--- config.mk ---
export PLATFORM = sky130hd
export DESIGN_NAME = mpps_sequencer
export DESIGN_NICKNAME = d
export VERILOG_FILES = /design/src/common/mpps_pkg.sv /design/src/rtl/mpps_sequencer.sv
export SDC_FILE = /design/constraint.sdc
export NUM_CORES = 1
export LEC_CHECK = 0
export BUFFER_PORTS_ARGS = -buffer_cell sky130_fd_sc_hd__buf_2
export CORE_AREA = 2 2 88 90
export CTS_BUF_LIST = sky130_fd_sc_hd__clkbuf_8 sky130_fd_sc_hd__clkbuf_16
export DETAILED_ROUTE_END_ITERATION = 10
export DIE_AREA = 0 0 90 92
export PLACE_DENSITY = 0.59
export SYNTH_ARGS = -nofsm -noshare
export SYNTH_HDL_FRONTEND = slang
export SYNTH_SLANG_ARGS = --single-unit
--- constraint.sdc ---
create_clock -name sys_clk_i -period 2.4 [get_ports sys_clk_i]
set_input_delay 0.12 -clock sys_clk_i [delete_from_list [all_inputs] [get_ports sys_clk_i]]
set_output_delay 0.12 -clock sys_clk_i [all_outputs]
set_load 0.1 [all_outputs]
--- src/common/mpps_pkg.sv ---
// Shared constants and types for the mirror park power sequencer
package mpps_pkg;

  localparam longint unsigned CLK_HZ     = 64'd25_000_000;
  localparam longint unsigned T_STBY_MS  = 64'd20;
  localparam longint unsigned T_FLOAT_US = 64'd500;
  localparam longint unsigned T_RSTL_MS  = 64'd50;

  // Least times round up to whole cycles
  localparam int unsigned STBY_CYC  = int'((T_STBY_MS * CLK_HZ + 64'd999) / 64'd1000);
  localparam int unsigned FLOAT_CYC = int'((T_FLOAT_US * CLK_HZ + 64'd999_999) / 64'd1_000_000);
  localparam int unsigned RSTL_CYC  = int'((T_RSTL_MS * CLK_HZ + 64'd999) / 64'd1000);

  localparam int unsigned CNT_W = 21;

  // Synchronised pin indices
  localparam int unsigned SY_LOGIC_GOOD = 0;
  localparam int unsigned SY_INTF_GOOD  = 1;
  localparam int unsigned SY_RAILS_LOW  = 2;
  localparam int unsigned SY_LOSS       = 3;
  localparam int unsigned SY_PDN_N      = 4;
  localparam int unsigned SY_PIN_VAR    = 5;
  localparam int unsigned SY_W          = 6;

  localparam logic CMD_STANDBY = 1'b0;
  localparam logic CMD_NORMAL  = 1'b1;

  typedef struct packed {
    logic logic_en;
    logic intf_en;
    logic offset_en;
    logic bias_en;
    logic mreset_en;
  } mpps_supply_s;

  localparam mpps_supply_s SUPPLY_OFF = '0;

  typedef enum logic [10:0] {
    S_OFF   = 11'h001,
    S_CORE  = 11'h002,
    S_OFFS  = 11'h004,
    S_RAILS = 11'h008,
    S_RUN   = 11'h010,
    S_PARK  = 11'h020,
    S_HELD  = 11'h040,
    S_RSTL  = 11'h080,
    S_WAKE  = 11'h100,
    S_DROPB = 11'h200,
    S_DISCH = 11'h400
  } mpps_state_e;

endpackage

--- src/rtl/mpps_sequencer.sv ---
// Host-side supply and mirror park sequencer
//
// Behaviour
// - All supply enables come from this sequencer, never from free supply ramps.
// - Logic and interface supplies settle before offset, bias or reset supply enable.
// - Offset enabled one cycle before bias; bias removed before offset.
// - Mirror reset supply enabled with bias, after the core supplies settle.
// - Logic inputs to the controller held low until both core supplies are good.
// - Planned off, command variant: send standby, wait at least 20 ms.
// - Power loss, command variant: send standby, hold all supplies 20 ms.
// - Standby and normal commands leave through a valid/ready command port.
// - Resume from park on command variant sends the normal mode command.
// - Planned off, pin variant: float request held at least 500 us.
// - Power loss, pin variant: float request, supplies held 500 us.
// - Pin variant restart: controller reset held low 50 ms, then high.
// - Controller power-down signal parks, then drops bias, offset, reset supplies.
// - Core supplies stay enabled until the high rails have discharged.
`timescale 1ns/10ps

module mpps_sequencer #(
  parameter int unsigned STBY_CYC  = mpps_pkg::STBY_CYC,
  parameter int unsigned FLOAT_CYC = mpps_pkg::FLOAT_CYC,
  parameter int unsigned RSTL_CYC  = mpps_pkg::RSTL_CYC
) (
  input  wire logic                   sys_clk_i,
  input  wire logic                   srst_i,
  input  wire logic                   power_on_i,
  input  wire logic                   power_off_i,
  input  wire logic                   resume_i,
  input  wire logic                   logic_good_i,
  input  wire logic                   intf_good_i,
  input  wire logic                   rails_low_i,
  input  wire logic                   power_loss_i,
  input  wire logic                   power_down_n_i,
  input  wire logic                   pin_variant_i,
  input  wire logic                   cmd_ready_i,
  output logic                        cmd_valid_o,
  output logic                        cmd_mode_o,
  output mpps_pkg::mpps_supply_s      supply_en_o,
  output logic                        logic_inputs_en_o,
  output logic                        float_request_o,
  output logic                        controller_reset_n_o,
  output logic                        running_o,
  output logic                        parked_o
);
  import mpps_pkg::*;

  localparam logic [CNT_W-1:0] STBY_LAST  = CNT_W'(STBY_CYC - 1);
  localparam logic [CNT_W-1:0] FLOAT_LAST = CNT_W'(FLOAT_CYC - 1);
  localparam logic [CNT_W-1:0] RSTL_LAST  = CNT_W'(RSTL_CYC - 1);
  localparam logic [CNT_W-1:0] CNT_MAX    = '1;

  // Pins from the supplies and the controller are asynchronous
  logic [SY_W-1:0] sync1_r;
  logic [SY_W-1:0] sync2_r;

  always_ff @(posedge sys_clk_i) begin
    if (srst_i) begin
      sync1_r <= '0;
      sync2_r <= '0;
    end else begin
      sync1_r <= {pin_variant_i, power_down_n_i, power_loss_i,
                  rails_low_i, intf_good_i, logic_good_i};
      sync2_r <= sync1_r;
    end
  end

  logic core_good;
  logic pin_var;
  logic fail_req;
  assign core_good = sync2_r[SY_LOGIC_GOOD] & sync2_r[SY_INTF_GOOD];
  assign pin_var   = sync2_r[SY_PIN_VAR];
  // A low power-down signal is only trusted once the core is up
  assign fail_req  = sync2_r[SY_LOSS] | (core_good & ~sync2_r[SY_PDN_N]);

  mpps_state_e      state_r;
  mpps_state_e      state_nxt;
  logic [CNT_W-1:0] cnt_r;
  logic [CNT_W-1:0] cnt_nxt;
  logic             acked_r;
  logic             acked_nxt;
  logic             off_pend_r;
  logic             off_pend_nxt;
  mpps_supply_s     sup_r;
  mpps_supply_s     sup_nxt;
  logic             gate_r;
  logic             gate_nxt;
  logic             float_r;
  logic             float_nxt;
  logic             rstn_r;
  logic             rstn_nxt;
  logic             cmd_v_r;
  logic             cmd_v_nxt;
  logic             cmd_m_r;
  logic             cmd_m_nxt;
  logic             hold_done;

  assign hold_done = acked_r & (cnt_r == (pin_var ? FLOAT_LAST : STBY_LAST));

  always_comb begin
    state_nxt    = state_r;
    cnt_nxt      = (cnt_r == CNT_MAX) ? cnt_r : cnt_r + 1'b1;
    acked_nxt    = acked_r;
    off_pend_nxt = off_pend_r | power_off_i | fail_req;
    sup_nxt      = sup_r;
    gate_nxt     = gate_r & core_good;
    float_nxt    = float_r;
    rstn_nxt     = rstn_r & core_good;
    cmd_v_nxt    = cmd_v_r & ~cmd_ready_i;
    cmd_m_nxt    = cmd_m_r;
    unique case (state_r)
      S_OFF: begin
        sup_nxt      = SUPPLY_OFF;
        off_pend_nxt = 1'b0;
        float_nxt    = 1'b0;
        rstn_nxt     = 1'b0;
        gate_nxt     = 1'b0;
        if (power_on_i && !power_off_i && !sync2_r[SY_LOSS]) begin
          state_nxt        = S_CORE;
          sup_nxt.logic_en = 1'b1;
          sup_nxt.intf_en  = 1'b1;
        end
      end
      S_CORE: begin
        if (core_good) begin
          state_nxt         = S_OFFS;
          sup_nxt.offset_en = 1'b1;
          gate_nxt          = 1'b1;
          rstn_nxt          = 1'b1;
        end else if (off_pend_r) begin
          state_nxt = S_DISCH;
        end
      end
      S_OFFS: begin
        state_nxt         = S_RAILS;
        sup_nxt.bias_en   = 1'b1;
        sup_nxt.mreset_en = 1'b1;
      end
      S_RAILS: begin
        state_nxt = S_RUN;
      end
      S_RUN: begin
        if (off_pend_r) begin
          state_nxt = S_PARK;
          cnt_nxt   = '0;
          acked_nxt = pin_var;
          if (pin_var) begin
            float_nxt = 1'b1;
          end else begin
            cmd_v_nxt = 1'b1;
            cmd_m_nxt = CMD_STANDBY;
          end
        end
      end
      S_PARK: begin
        // Resume cancels a planned off so the park ends held; a live failure still wins
        if (resume_i) begin
          off_pend_nxt = power_off_i | fail_req;
        end
        // The standby hold starts only once the command was taken
        if (!acked_r) begin
          cnt_nxt = '0;
          if (cmd_v_r && cmd_ready_i) begin
            acked_nxt = 1'b1;
          end
        end else if (hold_done) begin
          state_nxt = off_pend_r ? S_DROPB : S_HELD;
        end
      end
      S_HELD: begin
        if (off_pend_r) begin
          state_nxt = S_DROPB;
        end else if (resume_i) begin
          cnt_nxt = '0;
          if (pin_var) begin
            state_nxt = S_RSTL;
            float_nxt = 1'b0;
            rstn_nxt  = 1'b0;
          end else begin
            state_nxt = S_WAKE;
            cmd_v_nxt = 1'b1;
            cmd_m_nxt = CMD_NORMAL;
          end
        end
      end
      S_RSTL: begin
        if (cnt_r == RSTL_LAST) begin
          state_nxt = S_RUN;
          rstn_nxt  = core_good;
          off_pend_nxt = power_off_i | fail_req;
        end
      end
      S_WAKE: begin
        if (cmd_v_r && cmd_ready_i) begin
          state_nxt    = S_RUN;
          off_pend_nxt = power_off_i | fail_req;
        end
      end
      S_DROPB: begin
        // Bias goes first so the bias-offset delta never reverses
        state_nxt       = S_DISCH;
        sup_nxt.bias_en = 1'b0;
      end
      S_DISCH: begin
        sup_nxt.offset_en = 1'b0;
        sup_nxt.mreset_en = 1'b0;
        gate_nxt          = 1'b0;
        rstn_nxt          = 1'b0;
        float_nxt         = 1'b0;
        if (!sup_r.offset_en && sync2_r[SY_RAILS_LOW]) begin
          state_nxt        = S_OFF;
          sup_nxt.logic_en = 1'b0;
          sup_nxt.intf_en  = 1'b0;
        end
      end
    endcase
    if (state_nxt != state_r && state_r != S_HELD && state_r != S_RUN) begin
      cnt_nxt = '0;
    end
  end

  always_ff @(posedge sys_clk_i) begin
    if (srst_i) begin
      state_r    <= S_OFF;
      cnt_r      <= '0;
      acked_r    <= 1'b0;
      off_pend_r <= 1'b0;
      sup_r      <= SUPPLY_OFF;
      gate_r     <= 1'b0;
      float_r    <= 1'b0;
      rstn_r     <= 1'b0;
      cmd_v_r    <= 1'b0;
      cmd_m_r    <= CMD_STANDBY;
    end else begin
      state_r    <= state_nxt;
      cnt_r      <= cnt_nxt;
      acked_r    <= acked_nxt;
      off_pend_r <= off_pend_nxt;
      sup_r      <= sup_nxt;
      gate_r     <= gate_nxt;
      float_r    <= float_nxt;
      rstn_r     <= rstn_nxt;
      cmd_v_r    <= cmd_v_nxt;
      cmd_m_r    <= cmd_m_nxt;
    end
  end

  assign supply_en_o          = sup_r;
  assign logic_inputs_en_o    = gate_r;
  assign float_request_o      = float_r;
  assign controller_reset_n_o = rstn_r;
  assign cmd_valid_o          = cmd_v_r;
  assign cmd_mode_o           = cmd_m_r;
  assign running_o            = (state_r == S_RUN);
  assign parked_o             = (state_r == S_HELD);

  // Lengths of holds seen at the pins, read only by the checks below
  logic [CNT_W-1:0] flt_len_r;
  logic [CNT_W-1:0] flt_len_nxt;
  logic [CNT_W-1:0] rst_len_r;
  logic [CNT_W-1:0] rst_len_nxt;
  logic [CNT_W-1:0] stb_len_r;
  logic [CNT_W-1:0] stb_len_nxt;

  always_comb begin
    flt_len_nxt = !float_r ? '0 : (flt_len_r == CNT_MAX) ? flt_len_r : flt_len_r + 1'b1;
    rst_len_nxt = rstn_r ? '0 : (rst_len_r == CNT_MAX) ? rst_len_r : rst_len_r + 1'b1;
    stb_len_nxt = (stb_len_r == CNT_MAX) ? stb_len_r : stb_len_r + 1'b1;
    if (cmd_v_r && cmd_ready_i && cmd_m_r == CMD_STANDBY) begin
      stb_len_nxt = '0;
    end
  end

  always_ff @(posedge sys_clk_i) begin
    if (srst_i) begin
      flt_len_r <= '0;
      rst_len_r <= '0;
      stb_len_r <= '0;
    end else begin
      flt_len_r <= flt_len_nxt;
      rst_len_r <= rst_len_nxt;
      stb_len_r <= stb_len_nxt;
    end
  end

  a_core_first: assert property (@(posedge sys_clk_i) disable iff (srst_i)
    (sup_r.offset_en | sup_r.bias_en | sup_r.mreset_en) |-> (sup_r.logic_en & sup_r.intf_en))
    else $error("rail enabled without core supplies");

  a_gate_low: assert property (@(posedge sys_clk_i) disable iff (srst_i)
    (gate_r | rstn_r) |-> $past(core_good))
    else $error("logic input driven high before core good");

  a_bias_order: assert property (@(posedge sys_clk_i) disable iff (srst_i)
    ($rose(sup_r.bias_en) |-> $past(sup_r.offset_en)) and ($fell(sup_r.offset_en) |-> !sup_r.bias_en))
    else $error("bias and offset order broken");

  a_float_hold: assert property (@(posedge sys_clk_i) disable iff (srst_i)
    $fell(float_r) |-> ($past(flt_len_r) >= FLOAT_LAST))
    else $error("float request shorter than hold");

  a_rails_after: assert property (@(posedge sys_clk_i) disable iff (srst_i)
    ($fell(sup_r.bias_en) && !pin_var) |-> (stb_len_r >= STBY_LAST))
    else $error("rails dropped before standby hold");

  a_rst_pulse: assert property (@(posedge sys_clk_i) disable iff (srst_i)
    ($rose(rstn_r) && $past(state_r == S_RSTL)) |-> ($past(rst_len_r) >= RSTL_LAST))
    else $error("controller reset pulse too short");

  a_core_stays: assert property (@(posedge sys_clk_i) disable iff (srst_i)
    ($fell(sup_r.logic_en) || $fell(sup_r.intf_en)) |-> ($past(sync2_r[SY_RAILS_LOW]) && !sup_r.offset_en))
    else $error("core supply removed before rails discharged");

  a_cmd_stable: assert property (@(posedge sys_clk_i) disable iff (srst_i)
    (cmd_v_r && !cmd_ready_i) |=> (cmd_v_r && $stable(cmd_m_r)))
    else $error("command dropped before taken");

  a_fail_park: assert property (@(posedge sys_clk_i) disable iff (srst_i)
    (state_r == S_RUN && fail_req) |-> ##[1:2] (state_r == S_PARK && (float_r || cmd_v_r || acked_r)))
    else $error("power failure not parked");

  a_wake_cmd: assert property (@(posedge sys_clk_i) disable iff (srst_i)
    ($past(state_r == S_WAKE) && state_r == S_RUN) |-> $past(cmd_v_r && cmd_ready_i && (cmd_m_r == CMD_NORMAL)))
    else $error("resume without normal command");

endmodule

==> impl_metrics.toml <==
[place]
gp_congestion = 0.908
dp.cells = 560
hpwl_um = 7080
place.port_buffers = 23

[timing]
setup_violations = 21
period_share_pct = 109
fin_ws_ps = -212
finClkSkew_ps = 14.3
hold_viol_final = 0
slew_headroom_pct = 65.0
tightest_slew_ps = 522
timing.fmax_mhz = 383
layout_min_cycle_time_ps = 2610
slew_violations = 0
rsz0062_at_grt = "true"

[critical_path]
path_class = "register to register"
cp-startpoint = "cnt_r[10]"
required_ps = 2630
crit_path_end_kind = "register"
startpoint_type = "register"
cpMaxStageDelayCell = "or4_4"
worstPathCellList = "or4_4 -> or4_4 -> nor4_4 -> o21ai_1 -> o2111a_2 -> a32oi_4 -> buf_6 -> buf_8 -> nor3_2"
cp_top_family = "simple AND/OR/NAND/NOR gates"
critPathMaxStageDelay_ps = 530
crit_fanout = 5
arrival_ps = 2840
crit_buf_inv = 2
cp_common_cell = "or4_4"
timing.rr.start = "cnt_r[10]"

[pwr]
combPwrFrac_pct = 15.6
vdd_drop_max_mv = 0.302
p_clk_share_pct = 31.9
p_switching_mw = 0.525
pwr-share-seq_pct = 52.5
p_int_mw = 1.27
power_density_mw_per_mm2 = 414
swShare_pct = 29.2
p_leak_nw = 1.63

[layout]
fin_util_pct = 58.3
finalNetCount = 486
drive_above_1_share_pct = 36.7
syn2layout_area_growth_pct = 36.5
fillers = 699
final_cells = 576
antenna-diode-count = 0
mostFrequentLayoutCells = "buf_4, dfxtp_1, nor2_1"
final_common_cell = "buf_4"

[logic_synthesis]
yosys_warnings = 0
postSynthCellCount = 382
synth_ff_type = "dfxtp_1"
syn_nets = 395
synth_enable_flop_cells = 0
syn_avg_cell_area_sq_um = 8.33
yosys.cell_types.count = 66
yosysSeqAreaShare_pct = 34.6
async_flop_share_pct = 0
ys_ff_latch = 55
syn_area_sq_mm = 0.00318

[job]
cap_violations = 0

[global_routing]
antenna_found_initial = 0
gr-total-overflow = 0
grt_pass1_wl_um = 15800
grt_pass1_vias = 3163
grtUsageTotal_pct = 23.6
grt_max_degree = 32

[hold_path]
hp-class = "primary input to register"
hp-start = "power_down_n_i"

[routing]
route.detailed.wl_per_inst_um = 16.7
vias_per_cell = 5.57
wl_um = 9610
drc_errors = 0
drtIter0Drc = 309
dr.pass1.iters = 4
vias = 3211
postRouteAntennaNets = 0

[die]
die_x_um = 90
die_area_sq_mm = 0.00828
boundaryPins = 24
start_util_pct = 42.7
rows = 32
die_h_um = 92
core_area_sq_mm = 0.00745

[clock_tree]
clk_pin_slew_ps = 120
htree_levels = 2
clock-sinks = 55
cts_buffers = 5
insertion_delay_ps = 320
ctsRootBufferMaster = "clkbuf_8"
cts_tree = "done"
clockBufferDepth = 2

[run_status]
status = "finished, violations left"
violations = "setup timing"
[metal layers]
layer  routed length, um  track usage [%]  part of all wire [%]
met1                4190             29.9                    44
met3                 484             3.45                   5.0
met5                   0                0                     0
met2                4750             40.9                    49
met4                 198             8.59                   2.1
[cells by family after synthesis]
family | after synthesis | share of synthesized area, %
mux | 3 | 0.944
xor+xnor | 21 | 5.78
simple gates | 194 | 37.2
flops | 55 | 34.6
compound gates | 72 | 15.7
buf+inv | 36 | 5.35
fa+ha+maj | 1 | 0.393
[state kept, by name, indices dropped and copies added, names as in the netlist]
register              cells
cnt_r                    21
state_r                  11
sync1_r                   6
sync2_r                   6
supply_en_o               4
acked_r                   1
cmd_mode_o                1
cmd_valid_o               1
controller_reset_n_o      1
float_request_o           1
logic_inputs_en_o         1
off_pend_r                1
[final cells by class]
class | count | area, sq um | area share (%)
clock buffers | 5 | 68.8 | 1.59
clock inverters | 3 | 33.8 | 0.778
inverters | 9 | 33.8 | 0.778
multi-input cells | 291 | 2080 | 47.9
flip-flops and latches | 55 | 1110 | 25.5
well taps | 102 | 128 | 2.94
repair buffers | 111 | 888 | 20.5
[path summary, 6_finish.rpt]
| path | cells after the start | slack, ps | end |
|---|---|---|---|
| setup / recovery | 9 | -210 | cnt_r[12] |
| hold / removal | 2 | 6 | sync1_r[4] |
| setup reg to reg | 9 | -210 | cnt_r[12] |
| hold reg to reg | 1 | 450 | sync2_r[1] |
[synth_stat cells (12+ instances only)]
cell type	instances	area (sq um)
nor2_1	31	116
nand3_1	14	70.1
a21oi_1	25	125
nand4_1	12	75.1
nor3_1	21	105
clkbuf_1	20	75.1
nand2_1	30	113
xnor2_1	12	105
nor2b_1	16	100
dfxtp_1	55	1100
nor3_2	17	170
[power groups by stage]
stage	combinational, mW	sequential (mW)	clock (mW)
2_1_floorplan	0.144	0.970	0
3_3_place_gp	0.246	0.964	0
3_5_place_dp	0.248	0.965	0
4_1_cts	0.271	0.944	0.580
5_1_grt	0.304	0.948	0.613
6_report	0.281	0.945	0.573
[metrics by stage]
stage	total power [mW]	TNS [ps]	setup slack (ps)	hold WS [ps]	cell area [sq um]
finish	1.80	-3970	-212	6.12	4340
global placement	1.21	-6030	-314	328	3980
global route	1.86	-6070	-306	26.5	4340
detailed placement	1.21	-6780	-347	337	3980
floorplan	1.11	-9350	-408	239	3220
CTS	1.79	-4540	-226	6.84	4250
[what timing repair did]
item / CTS / global route
gates resized for setup: 14 / 27
setup buffers: 2 / 2
endpoints found under the setup margin: 23 / 27
gates cloned: 3 / 0
hold buffers: 2 / 0
endpoints found under the hold margin: 2 / 0
pin swaps: 8 / 18
Note: power is estimated with default switching activity, not from simulation.
